--- config.mk ---
export PLATFORM = sky130hd
export DESIGN_NAME = dbu_core
export DESIGN_NICKNAME = d
export VERILOG_FILES = /design/src/verilog/dbu_pkg.sv /design/src/verilog/dbu_core.sv
export SDC_FILE = /design/constraint.sdc
export NUM_CORES = 2
export LEC_CHECK = 0
export BUFFER_PORTS_ARGS = -buffer_cell sky130_fd_sc_hd__buf_4
export CAP_MARGIN = 20
export CELL_PAD_IN_SITES_DETAIL_PLACEMENT = 1
export CELL_PAD_IN_SITES_GLOBAL_PLACEMENT = 2
export CORE_MARGIN = 2
export CORE_UTILIZATION = 36
export CTS_BUF_LIST = sky130_fd_sc_hd__clkbuf_16
export DETAILED_ROUTE_END_ITERATION = 7
export PLACE_DENSITY_LB_ADDON = 0.1
export SLEW_MARGIN = 10
export SYNTH_ARGS = -nofsm -noshare
export SYNTH_HDL_FRONTEND = slang
export SYNTH_SLANG_ARGS = --single-unit
--- constraint.sdc ---
create_clock -name CLOCK -period 3.39 [get_ports CLOCK]
set_input_delay 1.017 -clock CLOCK [delete_from_list [all_inputs] [get_ports CLOCK]]
set_output_delay 1.017 -clock CLOCK [all_outputs]
set_load 0.03 [all_outputs]
--- src/verilog/dbu_pkg.sv ---
// debug breakpoint unit: register map, field layout and codes
// assumes registers on an apb bus, one word per register index
package dbu_pkg;
   // register indices; byte address is four times the index
   localparam logic [9:0] IDX_SAVED_STATUS = 10'h010;
   localparam logic [9:0] IDX_SAVED_PC = 10'h011;
   localparam logic [9:0] IDX_SAVED_SP = 10'h012;
   localparam logic [9:0] IDX_FTHR = 10'h013;
   localparam logic [9:0] IDX_FREG = 10'h014;
   localparam logic [9:0] IDX_CAUSE = 10'h015;
   localparam logic [9:0] IDX_DATA = 10'h016;
   localparam logic [9:0] IDX_STOP = 10'h018;
   localparam logic [9:0] IDX_SCR = 10'h020;
   localparam logic [9:0] IDX_IBADDR = 10'h030;
   localparam logic [9:0] IDX_IBCTL = 10'h040;
   localparam logic [9:0] IDX_DWADDR1 = 10'h050;
   localparam logic [9:0] IDX_DWADDR2 = 10'h060;
   localparam logic [9:0] IDX_DWCTL = 10'h070;
   localparam logic [9:0] IDX_RWMASK = 10'h080;
   localparam logic [9:0] IDX_RWVAL = 10'h090;
   localparam logic [9:0] IDX_RWCTL = 10'h09C;
   // writable bits of the masked registers, and the captured bits of status
   localparam logic [31:0] STATUS_WMASK = 32'h0000_06DF;
   localparam logic [31:0] STATUS_CAPMASK = 32'h0000_07DF;
   localparam logic [31:0] FTHR_WMASK = 32'h0000_00FF;
   localparam logic [31:0] FREG_WMASK = 32'h0000_001F;
   localparam logic [31:0] CAUSE_WMASK = 32'h0003_FF07;
   localparam logic [31:0] STOP_WMASK = 32'h0000_00FF;
   localparam logic [31:0] IBCTL_WMASK = 32'h00FF_0003;
   localparam logic [31:0] DWCTL_WMASK = 32'h00FF_0007;
   localparam logic [31:0] RWCTL_WMASK = 32'h00FF_0003;
   // field positions
   localparam int CAUSE_LSB = 0;
   localparam int THREAD_LSB = 8;
   localparam int INDEX_LSB = 16;
   localparam int CTL_EN = 0;
   localparam int CTL_COND = 1;
   localparam int CTL_LOAD = 2;
   localparam int CTL_TMASK_LSB = 16;
   // reset value of all state
   localparam logic [31:0] REG_RESET = 32'h0000_0000;
   // debug entry causes
   localparam logic [2:0] CAUSE_NONE = 3'h0;
   localparam logic [2:0] CAUSE_HOST = 3'h1;
   localparam logic [2:0] CAUSE_CALL = 3'h2;
   localparam logic [2:0] CAUSE_IBREAK = 3'h3;
   localparam logic [2:0] CAUSE_DWATCH = 3'h4;
   localparam logic [2:0] CAUSE_RWATCH = 3'h5;
   typedef enum logic [1:0] {DBU_IDLE, DBU_SETUP, DBU_ACCESS} dbu_apb_t;
endpackage

--- src/verilog/dbu_core.sv ---
// debug breakpoint unit: snapshots, cause record, stop vector,
// scratch words and hardware break and watch points
// assumes core trace inputs synchronous to CLOCK, apb master on the bus
`timescale 1ns/1ns
// What this block does
// - capture saved status word on debug entry
// - status layout, bit 8 read-only, bit 5 reserved
// - capture saved program counter on entry
// - capture saved stack pointer on entry
// - register fetch thread select, 8 bits
// - register fetch register select, 5 bits
// - record entry cause code, reset zero
// - record trigger index, zero for host/call
// - simultaneous triggers of one kind report lowest index
// - record causing thread, zero for host
// - load address or resource id on watch
// - stop vector holds threads after return
// - eight scratch words shared with config space
// - four instruction breakpoints on pc match
// - condition bit selects equal or differ
// - per-thread mask gates instruction breakpoints
// - enable bit gates each instruction breakpoint
// - four data watchpoints with two addresses
// - load enable, and/or, enable, thread mask
// - four resource watchpoints, mask and value
module dbu_core
   import dbu_pkg::*;
#(
   parameter int NUM_BP = 4,
   parameter int NUM_SCR = 8
) (
   // clock and reset
   input wire logic CLOCK,
   input wire logic RSTN,
   // apb slave
   input wire logic PSEL,
   input wire logic PENABLE,
   input wire logic PWRITE,
   input wire logic [11:0] PADDR,
   input wire logic [31:0] PWDATA,
   output logic [31:0] PRDATA,
   output logic PREADY,
   output logic PSLVERR,
   // entry requests and interrupted thread state
   input wire logic HOST_REQ,
   input wire logic CALL_REQ,
   input wire logic [7:0] CALL_THREAD,
   input wire logic DEBUG_RETURN,
   input wire logic [31:0] CUR_STATUS,
   input wire logic [31:0] CUR_PC,
   input wire logic [31:0] CUR_SP,
   // instruction, memory and resource trace
   input wire logic PC_VALID,
   input wire logic [31:0] PC,
   input wire logic [7:0] PC_THREAD,
   input wire logic MEM_VALID,
   input wire logic MEM_LOAD,
   input wire logic [31:0] MEM_ADDR,
   input wire logic [7:0] MEM_THREAD,
   input wire logic RES_VALID,
   input wire logic [31:0] RES_ID,
   input wire logic [7:0] RES_THREAD,
   // tile configuration access to scratch words
   input wire logic CFG_WE,
   input wire logic [2:0] CFG_IDX,
   input wire logic [31:0] CFG_WDATA,
   output logic [31:0] CFG_RDATA,
   // core control
   output logic DEBUG_ENTRY,
   output logic IN_DEBUG,
   output logic [7:0] THREAD_STOP,
   output logic [7:0] FETCH_THREAD,
   output logic [4:0] FETCH_REG
);

   // thread mask test, thread numbers above 7 never match
   function automatic logic thr_ok(input logic [31:0] ctl, input logic [7:0] thr);
      thr_ok = (thr < 8'h08) && ctl[CTL_TMASK_LSB + int'(thr[2:0])];
   endfunction

   // lowest set bit of a trigger vector
   function automatic logic [1:0] lowest(input logic [3:0] v);
      lowest = v[0] ? 2'h0 : v[1] ? 2'h1 : v[2] ? 2'h2 : 2'h3;
   endfunction

   logic [31:0] status_r, status_nxt, pc_snap_r, pc_snap_nxt, sp_snap_r, sp_snap_nxt;
   logic [31:0] fthr_r, fthr_nxt, freg_r, freg_nxt;
   logic [31:0] cause_r, cause_nxt, data_r, data_nxt, stop_r, stop_nxt;
   logic [31:0] scr_r [NUM_SCR], scr_nxt [NUM_SCR];
   logic [31:0] ibaddr_r [NUM_BP];
   logic [31:0] ibaddr_nxt [NUM_BP];
   logic [31:0] ibctl_r [NUM_BP];
   logic [31:0] ibctl_nxt [NUM_BP];
   logic [31:0] dwa1_r [NUM_BP];
   logic [31:0] dwa1_nxt [NUM_BP];
   logic [31:0] dwa2_r [NUM_BP];
   logic [31:0] dwa2_nxt [NUM_BP];
   logic [31:0] dwctl_r [NUM_BP];
   logic [31:0] dwctl_nxt [NUM_BP];
   logic [31:0] rwmask_r [NUM_BP];
   logic [31:0] rwmask_nxt [NUM_BP];
   logic [31:0] rwval_r [NUM_BP];
   logic [31:0] rwval_nxt [NUM_BP];
   logic [31:0] rwctl_r [NUM_BP];
   logic [31:0] rwctl_nxt [NUM_BP];
   logic in_dbg_r, in_dbg_nxt, entry_r, entry_nxt;
   logic [31:0] cfg_rd_r, cfg_rd_nxt;
   dbu_apb_t apb_r, apb_nxt;
   logic [31:0] prdata_r, prdata_nxt;
   logic pready_r, pready_nxt, pslverr_r, pslverr_nxt;

   logic [3:0] ib_hit, dw_hit, rw_hit;
   logic take;
   logic [2:0] ent_cause;
   logic [1:0] ent_idx;
   logic [7:0] ent_thr;
   logic [9:0] idx;
   logic wr_en;

   assign idx = PADDR[11:2];
   assign wr_en = PSEL && PENABLE && PWRITE && (apb_r == DBU_ACCESS) && PADDR[1:0] == 2'h0;

   // trigger detection
   always_comb begin
      logic ca, cb;
      ca = 1'b0;
      cb = 1'b0;
      for (int i = 0; i < NUM_BP; i++) begin
         ib_hit[i] = PC_VALID && ibctl_r[i][CTL_EN] && thr_ok(ibctl_r[i], PC_THREAD) &&
            (ibctl_r[i][CTL_COND] ? (PC != ibaddr_r[i]) : (PC == ibaddr_r[i]));
         ca = MEM_ADDR >= dwa1_r[i];
         cb = MEM_ADDR <= dwa2_r[i];
         dw_hit[i] = MEM_VALID && dwctl_r[i][CTL_EN] && thr_ok(dwctl_r[i], MEM_THREAD) &&
            (!MEM_LOAD || dwctl_r[i][CTL_LOAD]) &&
            (dwctl_r[i][CTL_COND] ? (ca || cb) : (ca && cb));
         ca = (RES_ID & rwmask_r[i]) == rwval_r[i];
         rw_hit[i] = RES_VALID && rwctl_r[i][CTL_EN] && thr_ok(rwctl_r[i], RES_THREAD) &&
            (rwctl_r[i][CTL_COND] ? !ca : ca);
      end
   end

   // entry arbitration: host, call, instruction, data, resource
   always_comb begin
      take = !in_dbg_r;
      ent_cause = CAUSE_NONE;
      ent_idx = 2'h0;
      ent_thr = 8'h00;
      if (HOST_REQ) begin
         ent_cause = CAUSE_HOST;
      end else if (CALL_REQ) begin
         ent_cause = CAUSE_CALL;
         ent_thr = CALL_THREAD;
      end else if (|ib_hit) begin
         ent_cause = CAUSE_IBREAK;
         ent_idx = lowest(ib_hit);
         ent_thr = PC_THREAD;
      end else if (|dw_hit) begin
         ent_cause = CAUSE_DWATCH;
         ent_idx = lowest(dw_hit);
         ent_thr = MEM_THREAD;
      end else if (|rw_hit) begin
         ent_cause = CAUSE_RWATCH;
         ent_idx = lowest(rw_hit);
         ent_thr = RES_THREAD;
      end else begin
         take = 1'b0;
      end
   end

   // register file next state, entry capture wins over a bus write
   always_comb begin
      status_nxt = status_r;
      pc_snap_nxt = pc_snap_r;
      sp_snap_nxt = sp_snap_r;
      fthr_nxt = fthr_r;
      freg_nxt = freg_r;
      cause_nxt = cause_r;
      data_nxt = data_r;
      stop_nxt = stop_r;
      scr_nxt = scr_r;
      ibaddr_nxt = ibaddr_r;
      ibctl_nxt = ibctl_r;
      dwa1_nxt = dwa1_r;
      dwa2_nxt = dwa2_r;
      dwctl_nxt = dwctl_r;
      rwmask_nxt = rwmask_r;
      rwval_nxt = rwval_r;
      rwctl_nxt = rwctl_r;
      in_dbg_nxt = in_dbg_r;
      entry_nxt = take;
      if (wr_en) begin
         case (idx)
            IDX_SAVED_STATUS: status_nxt = (status_r & ~STATUS_WMASK) | (PWDATA & STATUS_WMASK);
            IDX_SAVED_PC: pc_snap_nxt = PWDATA;
            IDX_SAVED_SP: sp_snap_nxt = PWDATA;
            IDX_FTHR: fthr_nxt = PWDATA & FTHR_WMASK;
            IDX_FREG: freg_nxt = PWDATA & FREG_WMASK;
            IDX_CAUSE: cause_nxt = PWDATA & CAUSE_WMASK;
            IDX_DATA: data_nxt = PWDATA;
            IDX_STOP: stop_nxt = PWDATA & STOP_WMASK;
            default: begin
               for (int i = 0; i < NUM_SCR; i++) begin
                  if (idx == IDX_SCR + 10'(i)) scr_nxt[i] = PWDATA;
               end
               for (int i = 0; i < NUM_BP; i++) begin
                  if (idx == IDX_IBADDR + 10'(i)) ibaddr_nxt[i] = PWDATA;
                  if (idx == IDX_IBCTL + 10'(i)) ibctl_nxt[i] = PWDATA & IBCTL_WMASK;
                  if (idx == IDX_DWADDR1 + 10'(i)) dwa1_nxt[i] = PWDATA;
                  if (idx == IDX_DWADDR2 + 10'(i)) dwa2_nxt[i] = PWDATA;
                  if (idx == IDX_DWCTL + 10'(i)) dwctl_nxt[i] = PWDATA & DWCTL_WMASK;
                  if (idx == IDX_RWMASK + 10'(i)) rwmask_nxt[i] = PWDATA;
                  if (idx == IDX_RWVAL + 10'(i)) rwval_nxt[i] = PWDATA;
                  if (idx == IDX_RWCTL + 10'(i)) rwctl_nxt[i] = PWDATA & RWCTL_WMASK;
               end
            end
         endcase
      end
      if (CFG_WE) scr_nxt[CFG_IDX] = CFG_WDATA;
      if (DEBUG_RETURN) in_dbg_nxt = 1'b0;
      if (take) begin
         in_dbg_nxt = 1'b1;
         status_nxt = CUR_STATUS & STATUS_CAPMASK;
         pc_snap_nxt = CUR_PC;
         sp_snap_nxt = CUR_SP;
         cause_nxt = {14'h0000, ent_idx, ent_thr, 5'h00, ent_cause};
         if (ent_cause == CAUSE_DWATCH) data_nxt = MEM_ADDR;
         if (ent_cause == CAUSE_RWATCH) data_nxt = RES_ID;
      end
   end

   always_ff @(posedge CLOCK or negedge RSTN) begin
      if (!RSTN) begin
         status_r <= REG_RESET;
         pc_snap_r <= REG_RESET;
         sp_snap_r <= REG_RESET;
         fthr_r <= REG_RESET;
         freg_r <= REG_RESET;
         cause_r <= REG_RESET;
         data_r <= REG_RESET;
         stop_r <= REG_RESET;
         for (int i = 0; i < NUM_SCR; i++) scr_r[i] <= REG_RESET;
         for (int i = 0; i < NUM_BP; i++) begin
            ibaddr_r[i] <= REG_RESET;
            ibctl_r[i] <= REG_RESET;
            dwa1_r[i] <= REG_RESET;
            dwa2_r[i] <= REG_RESET;
            dwctl_r[i] <= REG_RESET;
            rwmask_r[i] <= REG_RESET;
            rwval_r[i] <= REG_RESET;
            rwctl_r[i] <= REG_RESET;
         end
         in_dbg_r <= 1'b0;
         entry_r <= 1'b0;
      end else begin
         status_r <= status_nxt;
         pc_snap_r <= pc_snap_nxt;
         sp_snap_r <= sp_snap_nxt;
         fthr_r <= fthr_nxt;
         freg_r <= freg_nxt;
         cause_r <= cause_nxt;
         data_r <= data_nxt;
         stop_r <= stop_nxt;
         scr_r <= scr_nxt;
         ibaddr_r <= ibaddr_nxt;
         ibctl_r <= ibctl_nxt;
         dwa1_r <= dwa1_nxt;
         dwa2_r <= dwa2_nxt;
         dwctl_r <= dwctl_nxt;
         rwmask_r <= rwmask_nxt;
         rwval_r <= rwval_nxt;
         rwctl_r <= rwctl_nxt;
         in_dbg_r <= in_dbg_nxt;
         entry_r <= entry_nxt;
      end
   end

   // apb slave: answer in the first access cycle
   always_comb begin
      apb_nxt = apb_r;
      prdata_nxt = prdata_r;
      pready_nxt = 1'b0;
      pslverr_nxt = 1'b0;
      cfg_rd_nxt = scr_nxt[CFG_IDX];
      case (apb_r)
         DBU_IDLE, DBU_ACCESS: begin
            apb_nxt = DBU_IDLE;
            if (PSEL && !PENABLE) begin
               apb_nxt = DBU_ACCESS;
               pready_nxt = 1'b1;
               pslverr_nxt = 1'b1;
               prdata_nxt = 32'h0000_0000;
               case (idx)
                  IDX_SAVED_STATUS: prdata_nxt = status_r;
                  IDX_SAVED_PC: prdata_nxt = pc_snap_r;
                  IDX_SAVED_SP: prdata_nxt = sp_snap_r;
                  IDX_FTHR: prdata_nxt = fthr_r;
                  IDX_FREG: prdata_nxt = freg_r;
                  IDX_CAUSE: prdata_nxt = cause_r;
                  IDX_DATA: prdata_nxt = data_r;
                  IDX_STOP: prdata_nxt = stop_r;
                  default: prdata_nxt = 32'h0000_0000;
               endcase
               if (idx <= IDX_DATA && idx >= IDX_SAVED_STATUS || idx == IDX_STOP) pslverr_nxt = 1'b0;
               for (int i = 0; i < NUM_SCR; i++) begin
                  if (idx == IDX_SCR + 10'(i)) begin
                     prdata_nxt = scr_r[i];
                     pslverr_nxt = 1'b0;
                  end
               end
               for (int i = 0; i < NUM_BP; i++) begin
                  if (idx == IDX_IBADDR + 10'(i)) prdata_nxt = ibaddr_r[i];
                  if (idx == IDX_IBCTL + 10'(i)) prdata_nxt = ibctl_r[i];
                  if (idx == IDX_DWADDR1 + 10'(i)) prdata_nxt = dwa1_r[i];
                  if (idx == IDX_DWADDR2 + 10'(i)) prdata_nxt = dwa2_r[i];
                  if (idx == IDX_DWCTL + 10'(i)) prdata_nxt = dwctl_r[i];
                  if (idx == IDX_RWMASK + 10'(i)) prdata_nxt = rwmask_r[i];
                  if (idx == IDX_RWVAL + 10'(i)) prdata_nxt = rwval_r[i];
                  if (idx == IDX_RWCTL + 10'(i)) prdata_nxt = rwctl_r[i];
                  if (idx == IDX_IBADDR + 10'(i) || idx == IDX_IBCTL + 10'(i) ||
                      idx == IDX_DWADDR1 + 10'(i) || idx == IDX_DWADDR2 + 10'(i) ||
                      idx == IDX_DWCTL + 10'(i) || idx == IDX_RWMASK + 10'(i) ||
                      idx == IDX_RWVAL + 10'(i) || idx == IDX_RWCTL + 10'(i))
                     pslverr_nxt = 1'b0;
               end
               if (PADDR[1:0] != 2'h0) pslverr_nxt = 1'b1;
               if (PWRITE) prdata_nxt = 32'h0000_0000;
            end
         end
         default: apb_nxt = DBU_IDLE;
      endcase
   end

   always_ff @(posedge CLOCK or negedge RSTN) begin
      if (!RSTN) begin
         apb_r <= DBU_IDLE;
         prdata_r <= REG_RESET;
         pready_r <= 1'b0;
         pslverr_r <= 1'b0;
         cfg_rd_r <= REG_RESET;
      end else begin
         apb_r <= apb_nxt;
         prdata_r <= prdata_nxt;
         pready_r <= pready_nxt;
         pslverr_r <= pslverr_nxt;
         cfg_rd_r <= cfg_rd_nxt;
      end
   end

   assign PRDATA = prdata_r;
   assign PREADY = pready_r;
   assign PSLVERR = pslverr_r;
   assign CFG_RDATA = cfg_rd_r;
   assign DEBUG_ENTRY = entry_r;
   assign IN_DEBUG = in_dbg_r;
   assign THREAD_STOP = stop_r[7:0];
   assign FETCH_THREAD = fthr_r[7:0];
   assign FETCH_REG = freg_r[4:0];

   // checks
   chk_status_capture: assert property (@(posedge CLOCK) disable iff (!RSTN)
      take |=> status_r == ($past(CUR_STATUS) & STATUS_CAPMASK))
      else $error("status snapshot not captured");
   chk_status_reserved: assert property (@(posedge CLOCK) disable iff (!RSTN)
      status_r[5] == 1'b0 && status_r[31:11] == 21'h0)
      else $error("status reserved bit set");
   chk_status_readonly: assert property (@(posedge CLOCK) disable iff (!RSTN)
      wr_en && idx == IDX_SAVED_STATUS && !take |=> $stable(status_r[8]))
      else $error("status read-only bit changed");
   chk_pc_sp_capture: assert property (@(posedge CLOCK) disable iff (!RSTN)
      take |=> pc_snap_r == $past(CUR_PC) && sp_snap_r == $past(CUR_SP) && DEBUG_ENTRY)
      else $error("pc or sp snapshot wrong");
   chk_host_record: assert property (@(posedge CLOCK) disable iff (!RSTN)
      take && HOST_REQ |=> cause_r == {29'h0, CAUSE_HOST})
      else $error("host entry record wrong");
   chk_lowest_index: assert property (@(posedge CLOCK) disable iff (!RSTN)
      take && !HOST_REQ && !CALL_REQ && |ib_hit |=> cause_r[2:0] == CAUSE_IBREAK &&
      ($past(ib_hit) & ((4'h2 << cause_r[17:16]) - 4'h1)) == (4'h1 << cause_r[17:16]))
      else $error("breakpoint index not lowest");
   chk_ib_gated: assert property (@(posedge CLOCK) disable iff (!RSTN)
      take && ent_cause == CAUSE_IBREAK |-> ibctl_r[ent_idx][CTL_EN] && PC_THREAD < 8'h08)
      else $error("breakpoint fired while disabled");
   chk_watch_data: assert property (@(posedge CLOCK) disable iff (!RSTN)
      take && ent_cause == CAUSE_DWATCH |=> data_r == $past(MEM_ADDR) ##1 IN_DEBUG)
      else $error("watch address not recorded");
   chk_scratch_shared: assert property (@(posedge CLOCK) disable iff (!RSTN)
      CFG_WE |=> CFG_RDATA == $past(CFG_WDATA) || $past(CFG_IDX) != CFG_IDX)
      else $error("scratch write not seen");
   chk_stop_vector: assert property (@(posedge CLOCK) disable iff (!RSTN)
      wr_en && idx == IDX_STOP |=> THREAD_STOP == $past(PWDATA[7:0]))
      else $error("stop vector not written");
   chk_apb_answer: assert property (@(posedge CLOCK) disable iff (!RSTN)
      PSEL && !PENABLE |=> PREADY ##1 !PREADY)
      else $error("apb answer not one cycle");
   cov_host: cover property (@(posedge CLOCK) take && HOST_REQ);
   cov_dual_ib: cover property (@(posedge CLOCK) take && ib_hit[1] && ib_hit[2]);
   cov_rwatch: cover property (@(posedge CLOCK) take && ent_cause == CAUSE_RWATCH);

endmodule

==> results.sh <==
export IMPL_end_kind="register"
export IMPL_n_fill_cell=21925
export IMPL_num_vias=74801
export IMPL_power_total_mw=39.53
export IMPL_setup_viol=216
export IMPL_yosys_area_top_type="dfrtp_1"
export IMPL_status="finished with violations"
export IMPL_area_delta_synth_final_pct=38.83
export IMPL_setup_ws_ns=-0.8830
export IMPL_avgSynthCellArea_um2=10.15
export IMPL_arrival_ns=5.04
export IMPL_gp_congestion=1.059
export IMPL_worst_pin_slew_ns=1.130
export IMPL_clock_latency_ns=0.85
export IMPL_worstPathCellList="buf_4, buf_4, buf_12, nor4b_4, nand3_1, a21oi_1, o21ai_0, buf_4, a32o_1, a21oi_1, buf_4, o21ai_0, buf_4, a31oi_1, buf_4, a211oi_1, o41ai_1, buf_4, a221o_1"
export IMPL_use_met3_pct=8.483
export IMPL_synth_ff_type="dfrtp_1"
export IMPL_grt_pass1_vias=76116
export IMPL_yosysWarnings=0
export IMPL_period_share_pct=126.0
export IMPL_cts_hold_buf=0
export IMPL_grt_total_usage_pct=46.01
export IMPL_die_height_um=451.8
export IMPL_drt_iter0_drc=8623
export IMPL_cts_sinks=1228
export IMPL_port_buffers=382
export IMPL_grtUsageMet2_pct=70.28
export IMPL_start_kind="input port"
export IMPL_drive_gt1_share_pct=41.00
export IMPL_drtAntennaViolNets=0
export IMPL_path_delay_family="compound AO/OA/AOI/OAI gates"
export IMPL_finalCriticalPeriod_ns=4.273
export IMPL_worst_path_buf_inv=8
export IMPL_synth_area_leaders="dfrtp_1 43%, mux2_2 13%, mux2i_1 5.9%"
export IMPL_antenna_found_initial=64
export IMPL_fin_skew_ns=0.02898
export IMPL_grt_setup_unrepaired="true"
export IMPL_synth_top_cells_by_count="1,228 x dfrtp_1, 825 x mux2_2, 579 x a21oi_1, 465 x nand2_1, 427 x mux2i_1"
export IMPL_cp_slowest_cell="nor4b_4"
export IMPL_netlist_area_mm2=0.07220
export IMPL_max_stage_delay_ns=0.56
export IMPL_timing_critical_path_mode_cell="buf_4"
export IMPL_synth_edf_count=0
export IMPL_clk_pin_slew_ns=0.06
export IMPL_syn_inst=7114
export IMPL_grt_max_degree=111
export IMPL_grt_pass1_wl_um=644600
export IMPL_leakage_nw=50.09
export IMPL_p_comb_share_pct=15.5
export IMPL_cts_tree="built"
export IMPL_drc_errors=13
export IMPL_drt_total_wl_um=479400
export IMPL_p_int_mw=27.52
export IMPL_clk_path_buf_depth=3
export IMPL_timing_final_max_slew_violations=0
export IMPL_p_seq_share_pct=41.5
export IMPL_p_sw_share_pct=30.37
export IMPL_grt_busiest_layer="met2"
export IMPL_path_max_fanout=9
export IMPL_async_flop_share_pct=100.0
export IMPL_yosysMostFrequentCell="dfrtp_1"
export IMPL_rows=164
export IMPL_yosysSeqAreaShare_pct=42.56
export IMPL_num_io_pins=405
export IMPL_final_util_pct=50.25
export IMPL_synth_top_area_share_pct=42.56
export IMPL_numCtsBuffers=158
export IMPL_powerDensity_mw_per_mm2=394.4
export IMPL_drv_cap=0
export IMPL_p_switching_mw=12.01
export IMPL_die_x_um=451.8
export IMPL_max_freq_ghz=0.2340
export IMPL_clock_power_share_pct=42.9
export IMPL_violations="design-rule violations, negative setup slack"
export IMPL_hold_ws_ns=0.08275
export IMPL_cts_root_buf="clkbuf_16"
export IMPL_synth_seq_cells=1228
export IMPL_grt_overflow=0
export IMPL_start_util_pct=36.20
export IMPL_nets=9707
export IMPL_die_area_mm2=0.2041
export IMPL_grt_util_met1_pct=54.57
export IMPL_hold_class="input port to asynchronous set/reset pin"
export IMPL_max_slew_margin_rel_pct=24.70
export IMPL_critPathKind="input port to register"
export IMPL_drt_first_pass_iters=8
export IMPL_dp_hpwl_um=374600
export IMPL_cts_htree_levels=4
export IMPL_core_mm2=0.1995
export IMPL_avgRoutedWirePerCell_um=40.11
export IMPL_viasPerCell=6.258
export IMPL_hold_viol_final=0
export IMPL_syn_nets=7686
export IMPL_synthDistinctLibCells=84
export IMPL_peakVddDrop_v=0.0005007
export IMPL_crit_required_ns=4.15
==> state kept, by name (all words and copies together), names as in the netlist, 40 cells and up <==
signal,cells
scr_r,256
dwa1_r,128
dwa2_r,128
ibaddr_r,128
rwmask_r,128
rwval_r,128
dwctl_r,44
ibctl_r,40
rwctl_r,40
==> timing repair <==
item / CTS / global route
endpoints found under the hold margin: 0 / 0
cloned: 3 / 6
setup endpoints to repair: 208 / 216
gates resized for setup: 99 / 90
setup buffers: 12 / 5
pin swaps: 5 / 7
==> final cells by class <==
class                   instances  area, µm²  area share [%]
diodes                         35      87.58         0.08738
clock inverters               125      967.2          0.9650
multi-input cells            5036      39480           39.39
clock buffers                 161       4029           4.020
flip-flops and latches       1228      30740           30.67
inverters                     285       1081           1.079
repair buffers               2426      20510           20.47
well taps                    2656       3323           3.316
==> worst paths after layout <==
kind | cells after the start | slack [ns] | start | end
setup / recovery | 19 | -0.88 | PADDR[10] | PRDATA[10]$_DFFE_PN0P_
hold / removal | 1 | 0.08 | RSTN | dwa1_r[10]$_DFFE_PN0P_
setup reg to reg | 18 | -0.81 | dwa1_r[23]$_DFFE_PN0P_ | status_r[8]$_DFFE_PN0P_
hold reg to reg | 2 | 0.49 | PRDATA[5]$_DFFE_PN0P_ | PRDATA[5]$_DFFE_PN0P_
max in group asynchronous | 2 | 2.06 | RSTN | ibaddr_r[20]$_DFFE_PN0P_
min in group CLOCK | 2 | 0.37 | DEBUG_RETURN | IN_DEBUG$_DFFE_PN0P_
==> power by group through the flow <==
stage	Clock, mW	Sequential, mW	Combinational, mW
floorplan	0	16.4	2.39
CTS	17.1	16.4	5.93
global route	17.6	16.4	6.44
detailed placement	0	16.6	5.82
finish	17.0	16.4	6.15
global placement	0	16.6	5.70
==> metrics by stage <==
stage               instance area (µm²)  setup TNS [ns]  setup slack (ns)  cells
floorplan                         73200          -69.32           -0.7097   7114
detailed placement                94040         -747.90            -1.923  11608
global placement                  94040         -731.31            -1.883  11608
CTS                               99600          -84.49           -0.7593  11907
finish                           100200          -96.53           -0.8830  11952
global route                     100200         -110.01           -0.8845  11922
==> placed cells by master, fill, tap and decap left out, types with 78 or more instances in the layout <==
| master | n |
|---|---|
| ha_1 | 245 |
| a221oi_1 | 99 |
| xor2_1 | 96 |
| a22oi_1 | 113 |
| nand2_1 | 448 |
| nand4_1 | 91 |
| inv_1 | 303 |
| nand3_1 | 122 |
| nor2_1 | 376 |
| dfrtp_1 | 1217 |
| mux2_2 | 824 |
| o21ai_0 | 374 |
| buf_4 | 2236 |
| buf_12 | 166 |
| clkbuf_16 | 166 |
| a21oi_1 | 529 |
| o22ai_1 | 117 |
| mux2i_1 | 427 |
| a211oi_1 | 81 |
| and3_1 | 78 |
==> metal layers <==
layer	vias up	part of all wire, %
met1	38860	37
li1	30438	-
met2	4141	44
met4	26	11
met5	-	0.042
met3	1336	7.4
==> kinds of logic (layout without fill, tap and decap cells) <==
| group | Yosys count | in the layout | share of synthesized area (%) |
|---|---|---|---|
| other | 0 | 35 | 0 |
| xor gates and xnor gates | 130 | 130 | 1.577 |
| AOI/OAI and AO/OA | 1890 | 1890 | 16.84 |
| muxes | 1307 | 1307 | 20.49 |
| adders and majority gates | 257 | 257 | 4.451 |
| and+or+nand+nor | 1451 | 1452 | 9.515 |
| DFF | 1228 | 1228 | 42.56 |
| buffers and inverters | 851 | 2997 | 4.556 |
Power figures use the tool's default switching activity.
